`src/kli_pkg.sv`:
```
/*
  Constants for the keypad level interrupt block: special function
  register addresses, reset values and widths.
  Assumes an 8-bit special function register bus from the core.
*/
package kli_pkg;

  // ----------------------------------------------------------------
  // Sizes
  // ----------------------------------------------------------------
  localparam int LINES = 8;
  localparam int ADDR_W = 8;

  // ----------------------------------------------------------------
  // Register addresses
  // ----------------------------------------------------------------
  localparam logic [7:0] ADDR_LEVEL_SELECT = 8'h9C;
  localparam logic [7:0] ADDR_LINE_ENABLE = 8'h9D;
  localparam logic [7:0] ADDR_LINE_FLAGS = 8'h9E;

  // ----------------------------------------------------------------
  // Reset values
  // ----------------------------------------------------------------
  localparam logic [7:0] RST_LEVEL_SELECT = 8'h00;
  localparam logic [7:0] RST_LINE_ENABLE = 8'h00;
  localparam logic [7:0] RST_LINE_FLAGS = 8'h00;
  localparam logic [1:0] RST_SYNC = 2'h3;

endpackage

```
`src/kli_keypad.sv`:
```
/*
  Keypad level interrupt: eight port lines with level select, enable
  mask and read-clear flags on the special function register bus.
  Assumes a core that asserts sfr_rd_in / sfr_wr_in for one cycle per
  access; a system-level interrupt enable bit lives in the core's second
  interrupt-enable register and arrives as a plain input.
*/
`timescale 1ns/1ps
`default_nettype none

module kli_keypad (
  // Clock and reset
  input wire logic clock_in,
  input wire logic rst_b_in,
  input wire logic clk_en_in,
  // Special function register bus
  input wire logic [7:0] sfr_addr_in,
  input wire logic sfr_wr_in,
  input wire logic sfr_rd_in,
  input wire logic [7:0] sfr_wdata_in,
  output logic [7:0] sfr_rdata_out,
  output logic sfr_hit_out,
  // Global enable from the second interrupt-enable register
  input wire logic keypad_global_irq_enable_in,
  // Port pins
  input wire logic [7:0] port_pins_in,
  // Status to the core
  output logic keypad_irq_out,
  output logic keypad_wake_out,
  output logic [7:0] keypad_line_enable_out
);

  // ----------------------------------------------------------------
  // Registers and decode
  // ----------------------------------------------------------------
  logic [7:0] keypad_level_select_reg;
  logic [7:0] keypad_line_enable_reg;
  logic [7:0] rdata_reg;
  logic hit_reg;
  logic irq_reg;
  logic wake_reg;
  logic [7:0] rdata_next;
  wire logic [7:0] keypad_line_flags;
  wire logic [7:0] line_match;
  wire logic sel_level;
  wire logic sel_enable;
  wire logic sel_flags;
  wire logic flags_clear;
  wire logic irq_next;
  wire logic wake_next;
  wire logic wr_level;
  wire logic wr_enable;
  wire logic rd_mapped;

  // Address decode
  assign sel_level = (sfr_addr_in == kli_pkg::ADDR_LEVEL_SELECT);
  assign sel_enable = (sfr_addr_in == kli_pkg::ADDR_LINE_ENABLE);
  assign sel_flags = (sfr_addr_in == kli_pkg::ADDR_LINE_FLAGS);

  assign flags_clear = sfr_rd_in & sel_flags;

  // Read mux; unmapped addresses read zero
  always_comb begin
    rdata_next = 8'h00;
    if (sel_level) begin
      rdata_next = keypad_level_select_reg;
    end else if (sel_enable) begin
      rdata_next = keypad_line_enable_reg;
    end else if (sel_flags) begin
      rdata_next = keypad_line_flags;
    end
  end

  // ----------------------------------------------------------------
  // Per-line detectors
  // ----------------------------------------------------------------
  genvar gi;
  generate
    for (gi = 0; gi < kli_pkg::LINES; gi++) begin : g_line
      kli_line_detect u_det (
        .clock_in(clock_in),
        .rst_b_in(rst_b_in),
        .clk_en_in(clk_en_in),
        .pin_in(port_pins_in[gi]),
        .level_sel_in(keypad_level_select_reg[gi]),
        .flag_clear_in(flags_clear),
        .flag_out(keypad_line_flags[gi]),
        .match_out(line_match[gi])
      );
    end
  endgenerate

  // ----------------------------------------------------------------
  // Interrupt and wake
  // ----------------------------------------------------------------
  // enable masks each flag
  assign irq_next = keypad_global_irq_enable_in &
                    (|(keypad_line_flags & keypad_line_enable_reg));

  // wake from live level
  // Uses the live match, not the sticky flag, so wake drops once
  // the key is let go and a stale flag cannot hold the core awake
  assign wake_next = |(line_match & keypad_line_enable_reg);

  // ----------------------------------------------------------------
  // Register writes
  // ----------------------------------------------------------------
  // Write strobes; the flag register takes no write, so a store
  // aimed at it simply falls through
  assign wr_level = sfr_wr_in & sel_level;
  assign wr_enable = sfr_wr_in & sel_enable;

  always_ff @(posedge clock_in or negedge rst_b_in) begin
    if (!rst_b_in) begin
      keypad_level_select_reg <= kli_pkg::RST_LEVEL_SELECT;
    end else if (clk_en_in && wr_level) begin
      keypad_level_select_reg <= sfr_wdata_in;
    end
  end

  always_ff @(posedge clock_in or negedge rst_b_in) begin
    if (!rst_b_in) begin
      keypad_line_enable_reg <= kli_pkg::RST_LINE_ENABLE;
    end else if (clk_en_in && wr_enable) begin
      keypad_line_enable_reg <= sfr_wdata_in;
    end
  end

  // ----------------------------------------------------------------
  // Read side
  // ----------------------------------------------------------------
  // Only the three mapped addresses answer a read
  assign rd_mapped = sfr_rd_in & (sel_level | sel_enable | sel_flags);

  // Read data shows the flags before the clear lands, and holds
  // between reads so a slow core may pick it up late
  always_ff @(posedge clock_in or negedge rst_b_in) begin
    if (!rst_b_in) begin
      rdata_reg <= kli_pkg::RST_LINE_FLAGS;
    end else if (clk_en_in && sfr_rd_in) begin
      rdata_reg <= rdata_next;
    end
  end

  // Hit pulse, one cycle per mapped read
  always_ff @(posedge clock_in or negedge rst_b_in) begin
    if (!rst_b_in) begin
      hit_reg <= 1'b0;
    end else if (clk_en_in) begin
      hit_reg <= rd_mapped;
    end
  end

  // ----------------------------------------------------------------
  // Request and wake registers
  // ----------------------------------------------------------------
  // Registered so the request toward the core is glitch free
  always_ff @(posedge clock_in or negedge rst_b_in) begin
    if (!rst_b_in) begin
      irq_reg <= 1'b0;
    end else if (clk_en_in) begin
      irq_reg <= irq_next;
    end
  end

  // Wake level, frozen with the rest while the clock enable is low
  always_ff @(posedge clock_in or negedge rst_b_in) begin
    if (!rst_b_in) begin
      wake_reg <= 1'b0;
    end else if (clk_en_in) begin
      wake_reg <= wake_next;
    end
  end

  // ----------------------------------------------------------------
  // Outputs
  // ----------------------------------------------------------------
  // Every output is a flop, so the core sees no decode glitches

  assign sfr_rdata_out = rdata_reg;
  assign sfr_hit_out = hit_reg;
  assign keypad_irq_out = irq_reg;
  assign keypad_wake_out = wake_reg;
  assign keypad_line_enable_out = keypad_line_enable_reg;

endmodule

`default_nettype wire

```
`src/kli_line_detect.sv`:
```
/*
  One keypad line: pin synchroniser, level compare and sticky flag.
  Assumes the pin is asynchronous and the clear comes from the
  register decode on the same clock.
*/
`timescale 1ns/1ps
`default_nettype none

module kli_line_detect (
  // Clock and reset
  input wire logic clock_in,
  input wire logic rst_b_in,
  input wire logic clk_en_in,
  // Line
  input wire logic pin_in,
  input wire logic level_sel_in,
  input wire logic flag_clear_in,
  // Result
  output logic flag_out,
  output logic match_out
);

  logic [1:0] sync_reg;
  logic flag_reg;
  logic flag_next;
  wire logic pin_sync;
  wire logic level_hit;

  // ----------------------------------------------------------------
  // Synchroniser; reset high, matching idle pulled-up port pins
  // ----------------------------------------------------------------
  always_ff @(posedge clock_in or negedge rst_b_in) begin
    if (!rst_b_in) begin
      sync_reg <= kli_pkg::RST_SYNC;
    end else if (clk_en_in) begin
      sync_reg <= {sync_reg[0], pin_in};
    end
  end

  assign pin_sync = sync_reg[1];

  assign level_hit = (pin_sync == level_sel_in);

  assign flag_next = level_hit | (flag_reg & ~flag_clear_in);

  // Flag store
  always_ff @(posedge clock_in or negedge rst_b_in) begin
    if (!rst_b_in) begin
      flag_reg <= 1'b0;
    end else if (clk_en_in) begin
      flag_reg <= flag_next;
    end
  end

  assign flag_out = flag_reg;
  assign match_out = level_hit;

endmodule

`default_nettype wire

```
`config.mk`:
```
export PLATFORM = sky130hd
export DESIGN_NAME = kli_keypad
export DESIGN_NICKNAME = d
export VERILOG_FILES = /design/src/kli_pkg.sv /design/src/kli_keypad.sv /design/src/kli_line_detect.sv
export SDC_FILE = /design/constraint.sdc
export NUM_CORES = 1
export LEC_CHECK = 0
export BUFFER_PORTS_ARGS = -buffer_cell sky130_fd_sc_hd__buf_2
export CAP_MARGIN = 10
export CORE_MARGIN = 2
export CORE_UTILIZATION = 45
export CTS_CLUSTER_DIAMETER = 30
export CTS_CLUSTER_SIZE = 16
export DETAILED_ROUTE_END_ITERATION = 12
export HOLD_SLACK_MARGIN = 0.06
export PLACE_DENSITY = 0.74
export SLEW_MARGIN = 15
export SYNTH_ARGS = -nofsm -noshare
export SYNTH_HDL_FRONTEND = slang
export SYNTH_SLANG_ARGS = --single-unit
```
`constraint.sdc`:
```
create_clock -name clock_in -period 3.5 [get_ports clock_in]
set_input_delay 0.35 -clock clock_in [delete_from_list [all_inputs] [get_ports clock_in]]
set_output_delay 0.35 -clock clock_in [all_outputs]
set_load 0.03 [all_outputs]
```
==> flow_summary.yaml, run 1 <==
setup_path:
  slowest_stage: "and4b_1"
  worstPathMaxFanout: 12
  crit_chain: "buf_2, nand4b_1, nor3b_2, buf_4, and4b_1, mux2_1"
  cp-start-kind: "primary input"
  critical_path.max_stage_delay_ns: 0.49
  reg2regPathDepth: 4
  rrSetupSlack_ns: 2.06
  startpoint: "sfr_addr_in[5]"
  crit_arrival_ns: 1.85
  crit_end: "keypad_level_select_reg[1]"
  setup.worst_path.end_class: "flop"
  r2r_end: "keypad_wake_out"
  crit_type: "in2reg"
  crit_required_ns: 3.69
  r2r_start: "g_line[1].u_det.sync_reg[1]"
floorplan:
  fp.dieW_microns: 76.3
  die_y_microns: 76.3
  ioPinCount: 49
  start_util_pct: 46.4
  die-area_sq_mm: 0.00582
  core_area_sq_mm: 0.00507
  fp-row-count: 26
route:
  vias: 1589
  totalWireLength_mm: 4.61
  via_per_inst: 5.23
  wl_per_cell_microns: 15.2
  drcViolationCount: 0
  drtPass1Iterations: 4
  initialDrtViolationCount: 116
  ant_nets: 0
layout:
  nets: 263
  utilization_pct: 53.8
  final_layout_size_suffix_gt1_share_pct: 39.7
  largest_register_ffs: 16
  antenna_cells: 0
  area_growth_pct: 15.9
  fin_cells: 304
synthesis:
  ys_seq_area_share_pct: 55.1
  synth_edf_count: 0
  synth.area.top_cells: "dfrtp_1 (37%), dfstp_2 (18%), mux2_1 (7.7%)"
  yosysTopAreaCell: "dfrtp_1"
  syn_area_per_cell_sq_um: 12.7
  ys_top_cells_by_count: "dfrtp_1 (35), dfstp_2 (16), mux2_1 (16), mux2_2 (16), nand2_1 (11)"
  synth_nets: 216
  ys_warn_count: 0
  ys_async_sr_fraction_pct: 100
  ys_types: 33
  netlist_area_sq_mm: 0.00235
  synth_top_cell_area_share_pct: 37.2
  synth.most_common_cell: "dfrtp_1"
  yosys_most_used_dff: "dfrtp_1"
  syn_inst: 186
  synth-seq-cells: 51
placement:
  preCtsSetupSlack_ns: 1.51
  dpl.cell_count: 296
  port_buffers: 48
  post-dp-hpwl_mm: 3.38
  gp_congestion: 0.817
sta:
  period_minus_slack_ns: 1.67
  worst_slack_ns: 1.83
  setup_violations: 0
  period_share_pct: 47.7
  tightest_slew_ns: 0.686
  finalClockSkew_ns: 0.00687
  hold_violations: 0
  drv_slew: 0
  rsz0062_at_grt: "no"
  tns_ns: 0
  slew_headroom_pct: 54.2
  hold_slack_ns: 0.0816
  fmax_mhz: 600
hold_path:
  hp-class: "in2async"
cts:
  clock_sinks: 51
  cts_setup_buffers: 0
  htreeDepth: 2
  clk_path_buf_depth: 2
  cts_tree: "built"
  postCtsHoldBufs: 0
  clkTransAtPathRegs_ns: 0.09
  root_buffer: "clkbuf_8"
  cts_made_buffers: 5
  clk_latency_ns: 0.30
  ctsResizeCount: 0
grt:
  grt.total_usage_pct: 16.5
  grt_pass1_vias: 1550
  grt_pass1_wl_mm: 7.68
  grt_overflow: 0
  antenna_found_initial: 0
  grt_max_degree: 34
pwr:
  p_leak_nw: 1.24
  power.density_mw_per_mm2: 442
  max-vdd-ir-drop_mv: 0.237
job:
  drv_cap: 0
run_status:
  outcome: "finished, final reports clean"
## layout make-up
| cell class | count | area [sq um] |
|---|---|---|
| Timing Repair Buffer | 50 | 255 |
| Fill cell | 487 | 2350 |
| Inverter | 3 | 11.3 |
| Sequential cell | 51 | 1300 |
| Multi-Input combinational cell | 122 | 961 |
| Tap cell | 70 | 87.6 |
| Clock inverter | 2 | 35.0 |
| Clock buffer | 6 | 82.6 |
## per-stage QoR
step,power [mW],instance area (sq um)
2_1_floorplan,0.752,2350
3_3_place_gp,0.799,2610
3_5_place_dp,0.803,2610
4_1_cts,1.22,2730
5_1_grt,1.26,2730
6_report,1.21,2730
## worst min path at each step
stage | depth (start not counted) | slack (ns) | endpoint
global route | 1 | 0.14 | keypad_line_enable_out[5]
detailed placement | 1 | 0.44 | g_line[7].u_det.flag_out
floorplan | 0 | 0.05 | g_line[0].u_det.flag_out
global placement | 1 | 0.44 | g_line[7].u_det.flag_out
finish | 1 | 0.08 | keypad_line_enable_out[5]
CTS | 1 | 0.10 | keypad_line_enable_out[5]
## cell usage in the layout (no fill, tap or decap), types with 2 or more instances in the layout
master / synthesis / routed
a22oi_1: 6 / 6
o211ai_1: 7 / 7
clkbuf_8: 2 / 6
dfrtp_1: 35 / 35
mux2_1: 16 / 16
a22o_1: 8 / 8
buf_4: 3 / 2
nand3_1: 2 / 2
mux2_2: 16 / 16
o21ai_0: 9 / 9
a21oi_1: 9 / 9
nor2b_1: 9 / 9
nor2_1: 2 / 2
inv_1: 3 / 3
dfstp_2: 16 / 16
nand2b_1: 7 / 7
nand2_1: 11 / 11
xnor2_1: 8 / 8
buf_2: 0 / 48
## per-layer routing
layer,global-route usage [%],routed length [microns],share of wire [%]
met1,22.9,2110,46
met4,6.00,89,1.9
met2,25.0,2130,46
met5,0,0,0
met3,4.50,281,6.1
## critical path, delay by kind of cell
family | cells | cell delay (ns)
simple gates | 3 | 0.84
mux | 1 | 0.36
buf+inv | 2 | 0.30
## report_power, final
group          internal [mW]  switching (mW)  total, mW
sequential             0.638          0.0231      0.661
clock                  0.231           0.186      0.417
combinational         0.0606          0.0684      0.129
## kinds of logic after synthesis
logic type	synth area share, %
mux	15.3
compound gates	12.2
xor+xnor	2.98
flops	55.1
simple gates	10.3
buf+inv	4.09
(Power assumes the default switching activity.)
==> run 2: changes to the inputs <==
==> constraint.sdc (replaced) <==
create_clock -name clock_in -period 1.72 [get_ports clock_in]
set_input_delay 0.172 -clock clock_in [delete_from_list [all_inputs] [get_ports clock_in]]
set_output_delay 0.172 -clock clock_in [all_outputs]
set_load 0.03 [all_outputs]
==> run 2 against run 1 <==
  * Clock skew shrank 0.0038 ns
  * Power grew 96%
  * Combinational power grew 110%
  * Cell area grew 0.87%
  * Largest cell class unchanged
  * Largest power group unchanged
  * Highest routed layer unchanged
==> flow_summary.yaml, run 2 (synthesis results as in run 1) <==
run_status:
  outcome: "finished, final reports clean"
setup_path:
  cp-start-kind: "flop"
  crit_arrival_ns: 1.56
  crit_chain: "xnor2_1, a222oi_1, and3_1, a31oi_1"
  worstPathMaxFanout: 2
  crit_required_ns: 1.90
  crit_family: "flip-flops"
  cp.buffers_inverters: 0
  setup.worst_path.end_class: "flop"
  slowest_stage: "dfstp_2"
  critical_path.max_stage_delay_ns: 0.56
  rrSetupSlack_ns: 0.34
  crit_type: "reg2reg"
sta:
  period_minus_slack_ns: 1.38
  slew_headroom_pct: 62.6
  setup_violations: 0
  period_share_pct: 80.0
  drv_slew: 0
  hold_violations: 0
  finalClockSkew_ns: 0.00302
  rsz0062_at_grt: "no"
  fmax_mhz: 726
  tns_ns: 0
  tightest_slew_ns: 0.561
route:
  ant_nets: 0
  top_layer: "met4"
  initialDrtViolationCount: 51
  wl_per_cell_microns: 14.5
  m1WireLength_mm: 2.16
  drcViolationCount: 0
  wl_met2_mm: 2.00
  totalWireLength_mm: 4.44
  drtPass1Iterations: 4
  wl_met3_microns: 205
  via_per_inst: 5.09
  vias: 1564
cts:
  clock_sinks: 51
  clk_path_buf_depth: 2
  ctsResizeCount: 0
  cts_setup_buffers: 0
  cts_made_buffers: 5
  root_buffer: "clkbuf_8"
  clkTransAtPathRegs_ns: 0.09
  clk_latency_ns: 0.31
  cts_tree: "built"
  htreeDepth: 2
layout:
  n_fill_cell: 456
  final_layout_size_suffix_gt1_share_pct: 40.1
  area_growth_pct: 17.0
  stdcell_area_sq_mm: 0.00275
  largest_register_ffs: 16
  final_cell_mix: "buf_2 (48), dfrtp_1 (35), mux2_2 (16), mux2_1 (16), dfstp_2 (16)"
  layout_commonest_cell: "buf_2"
  nets: 266
  antenna_cells: 0
placement:
  place_area_sq_mm: 0.00264
  gp_congestion: 0.779
  port_buffers: 48
  post-dp-hpwl_mm: 3.44
floorplan:
  fp-row-count: 26
  ioPinCount: 49
  fp.dieW_microns: 76.3
  start_util_pct: 46.4
  die-area_sq_mm: 0.00582
  die_y_microns: 76.3
  core_area_sq_mm: 0.00507
hold_path:
  hp-class: "in2reg"
pwr:
  power.density_mw_per_mm2: 860
  max-vdd-ir-drop_mv: 0.614
  comb_power_share_pct: 11.3
  swShare_pct: 24.2
  p_leak_nw: 1.25
  p_int_mw: 1.79
  clkPwrFrac_pct: 31.8
  switchingPower_mw: 0.572
  power_frac_seq_pct: 56.9
grt:
  grt.total_usage_pct: 16.6
  grt_pass1_vias: 1538
  grt_pass1_wl_mm: 7.57
  grt_max_degree: 30
  grt_overflow: 0
  antenna_found_initial: 0
job:
  drv_cap: 0
## run 2: layout make-up
cell class                      count  area (sq um)  area share (%)
Multi-Input combinational cell    122           961            34.9
Clock inverter                      1          7.51           0.273
Clock buffer                        7          96.3            3.50
Inverter                            3          11.3           0.409
Timing Repair Buffer               53           293            10.6
Sequential cell                    51          1300            47.1
Tap cell                           70          87.6            3.18
## run 2: worst paths after layout
path / from / to / depth (start not counted)
max: g_line[1].u_det.sync_reg[1] / keypad_wake_out / 4
min: port_pins_in[7] / g_line[7].u_det.sync_reg[0] / 2
max reg2reg: g_line[1].u_det.sync_reg[1] / keypad_wake_out / 4
min reg2reg: sfr_rdata_out[3] / sfr_rdata_out[3] / 2
max in group asynchronous: rst_b_in / g_line[4].u_det.sync_reg[0] / 3
min in group asynchronous: rst_b_in / keypad_line_enable_out[1] / 2
## run 2: power groups by stage
stage / registers, mW / logic, mW / clock network (mW)
CTS: 1.35 / 0.273 / 0.778
global placement: 1.37 / 0.265 / 0
floorplan: 1.37 / 0.156 / 0
detailed placement: 1.37 / 0.271 / 0
finish: 1.35 / 0.268 / 0.752
global route: 1.35 / 0.300 / 0.820
## run 2: per-layer routing
layer  vias up  global-route usage (%)
li1        774                       -
met4         0                    6.00
met3         6                    4.98
met2        31                    24.3
met1       753                    23.4
met5         -                       0
## run 2: repair_timing
action	in CTS	in global routing
hold buffers	1	0
endpoints found under the hold margin	11	0
endpoints found under the setup margin	0	0
## run 2: per-stage QoR
| step | power (mW) | setup WS (ns) | util (%) | std cells | hold slack (ns) |
|---|---|---|---|---|---|
| 5_1_grt | 2.47 | 0.200 | 54.2 | 307 | 0.0832 |
| 3_3_place_gp | 1.63 | 0.0895 | 52.0 | 298 | 0.193 |
| 4_1_cts | 2.40 | 0.317 | 54.2 | 307 | 0.0821 |
| 3_5_place_dp | 1.64 | 0.0172 | 52.0 | 298 | 0.194 |
| 6_report | 2.37 | 0.343 | 54.2 | 307 | 0.0932 |
| 2_1_floorplan | 1.53 | 0.392 | - | 186 | -0.124 |
==> run 3: changes to the inputs <==
--- a/config.mk
+++ b/config.mk
@@ -13,7 +13,7 @@
 export CTS_CLUSTER_SIZE = 16
 export DETAILED_ROUTE_END_ITERATION = 12
 export HOLD_SLACK_MARGIN = 0.06
-export PLACE_DENSITY = 0.74
+export PLACE_DENSITY = 0.76
 export SLEW_MARGIN = 15
 export SYNTH_ARGS = -nofsm -noshare
 export SYNTH_HDL_FRONTEND = slang
==> constraint.sdc (replaced) <==
create_clock -name clock_in -period 1.25 [get_ports clock_in]
set_input_delay 0.125 -clock clock_in [delete_from_list [all_inputs] [get_ports clock_in]]
set_output_delay 0.125 -clock clock_in [all_outputs]
set_load 0.03 [all_outputs]
==> run 3 against run 2 <==
  * Final cell count rose by 10%
  * Clock power rose by 76%
  * The run now ends with setup timing left
  * Sequential cell count stayed put
  * Critical path type unchanged
  * First-iteration DRC count is 120% higher
  * Global-route usage rose by 1.5 points
  * Wire length is 9.6% higher
  * Clock skew is 0.00056 ns higher
  * Combinational power up 72%
  * Non-clock buffer count grew 31
  * Register-to-register slack got worse by 0.49 ns
  * Highest routed layer unchanged
==> flow_summary.yaml, run 3 (synthesis results as in run 1) <==
run_status:
  outcome: "finished, violations left"
  violations: "setup timing"
layout:
  antenna_cells: 0
  multi_input_area_sq_um: 968
  utilization_pct: 60.6
  nets: 297
  stdcell_area_sq_mm: 0.00308
  layout_commonest_cell: "buf_2"
  area_growth_pct: 30.7
  largest_register_ffs: 16
  seq_area_sq_mm: 0.00130
  final_cell_mix: "buf_2 (48), dfrtp_1 (35), dlygate4sd3_1 (18)"
  n_fill_cell: 437
  final_layout_size_suffix_gt1_share_pct: 40.7
hold_path:
  hp-class: "in2reg"
  worstHoldPathCells: 3
  min_from: "clk_en_in"
placement:
  post-dp-hpwl_mm: 3.67
  gp_congestion: 0.780
  port_buffers: 48
  place_area_sq_mm: 0.00276
sta:
  slew_headroom_pct: 71.0
  period_share_pct: 112
  fmax_mhz: 714
  tightest_slew_ns: 0.435
  hold_violations: 0
  drv_slew: 0
  setup_violations: 1
  rsz0062_at_grt: "yes"
  finalClockSkew_ns: 0.00359
  tns_ns: -0.151
  period_minus_slack_ns: 1.40
  worst_slack_ns: -0.151
  hold_slack_ns: 0.263
setup_path:
  crit_family: "flip-flops"
  worstPathMaxFanout: 2
  cp.buffers_inverters: 0
  critical_path.max_stage_delay_ns: 0.57
  reg2regPathDepth: 4
  startpoint: "g_line[1].u_det.sync_reg[1]"
  crit_arrival_ns: 1.57
  crit_required_ns: 1.42
  rrSetupSlack_ns: -0.15
  cp-start-kind: "flop"
  r2r_start: "g_line[1].u_det.sync_reg[1]"
  setup.worst_path.end_class: "flop"
  crit_chain: "xnor2_2, a222oi_1, and3_1, a31oi_1"
  slowest_stage: "dfstp_2"
  crit_type: "reg2reg"
  path_depth: 4
cts:
  clkTransAtPathRegs_ns: 0.09
  clock_sinks: 51
  clk_path_buf_depth: 2
  htreeDepth: 2
  root_buffer: "clkbuf_8"
  clk_latency_ns: 0.31
  cts_setup_buffers: 0
  cts_tree: "built"
  cts_made_buffers: 5
floorplan:
  fp.dieW_microns: 76.3
  ioPinCount: 49
  fp-row-count: 26
  core_area_sq_mm: 0.00507
  die-area_sq_mm: 0.00582
  start_util_pct: 46.4
  die_y_microns: 76.3
route:
  via_per_inst: 4.99
  drcViolationCount: 0
  vias: 1685
  initialDrtViolationCount: 114
  ant_nets: 0
  drtPass1Iterations: 4
  totalWireLength_mm: 4.86
  wl_per_cell_microns: 14.4
grt:
  grt_max_degree: 30
  grt_overflow: 0
  grt_pass1_vias: 1709
  grt_pass1_wl_mm: 8.30
  antenna_found_initial: 0
  grt.total_usage_pct: 18.1
pwr:
  p_leak_nw: 1.42
  power.density_mw_per_mm2: 1180
  power_mw: 3.64
  max-vdd-ir-drop_mv: 0.803
job:
  drv_cap: 0
run 3: cell count changes in the layout (fill, tap and decap cells not counted):
cell,delta
buf_4,+13
clkbuf_8,-2
clkbuf_1,+1
xnor2_2,+1
bufinv_16,+2
dlygate4sd3_1,+17
clkinvlp_4,-1
xnor2_1,-1
buf_12,+1
run 3: report_power, final:
group	total, mW	internal, mW	switching (mW)
sequential	1.85	1.79	0.0671
clock	1.32	0.799	0.522
combinational	0.462	0.252	0.210
run 3: timing repair:
item	in CTS	in global routing
endpoints found under the setup margin	1	1
hold buffers	18	0
endpoints found under the hold margin	71	0
pin swaps	2	0
resized for setup	1	0
run 3: routing by layer:
metal	track usage (%)	wire length (microns)	vias to the layer above
met3	3.91	164	5
met2	29.4	2380	32
met1	24.3	2250	810
met5	0	0	-
li1	-	-	838
met4	6.00	69	0
run 3: worst paths after layout:
path / endpoint
setup / recovery: keypad_wake_out
hold / removal: g_line[7].u_det.flag_out
setup reg to reg: keypad_wake_out
hold reg to reg: sfr_rdata_out[3]
max in group asynchronous: g_line[4].u_det.sync_reg[1]
min in group asynchronous: g_line[1].u_det.sync_reg[0]
run 3: layout make-up:
| type | instances | share of cell area [%] |
|---|---|---|
| Sequential cell | 51 | 42.1 |
| Multi-Input combinational cell | 122 | 31.5 |
| Timing Repair Buffer | 84 | 18.9 |
| Tap cell | 70 | 2.85 |
| Clock buffer | 6 | 2.36 |
| Clock inverter | 2 | 1.95 |
| Inverter | 3 | 0.366 |
run 3: metrics by stage:
step                std cells  setup WS, ns
detailed placement        312        -0.224
floorplan                 186      -0.00335
finish                    338        -0.151
CTS                       338        -0.152
global placement          312        -0.191
global route              338        -0.175
run 3: worst min-delay path: stages:
cell and delay, ns:
buf_2 0.14, nand4b_4 0.13, a22o_1 0.14
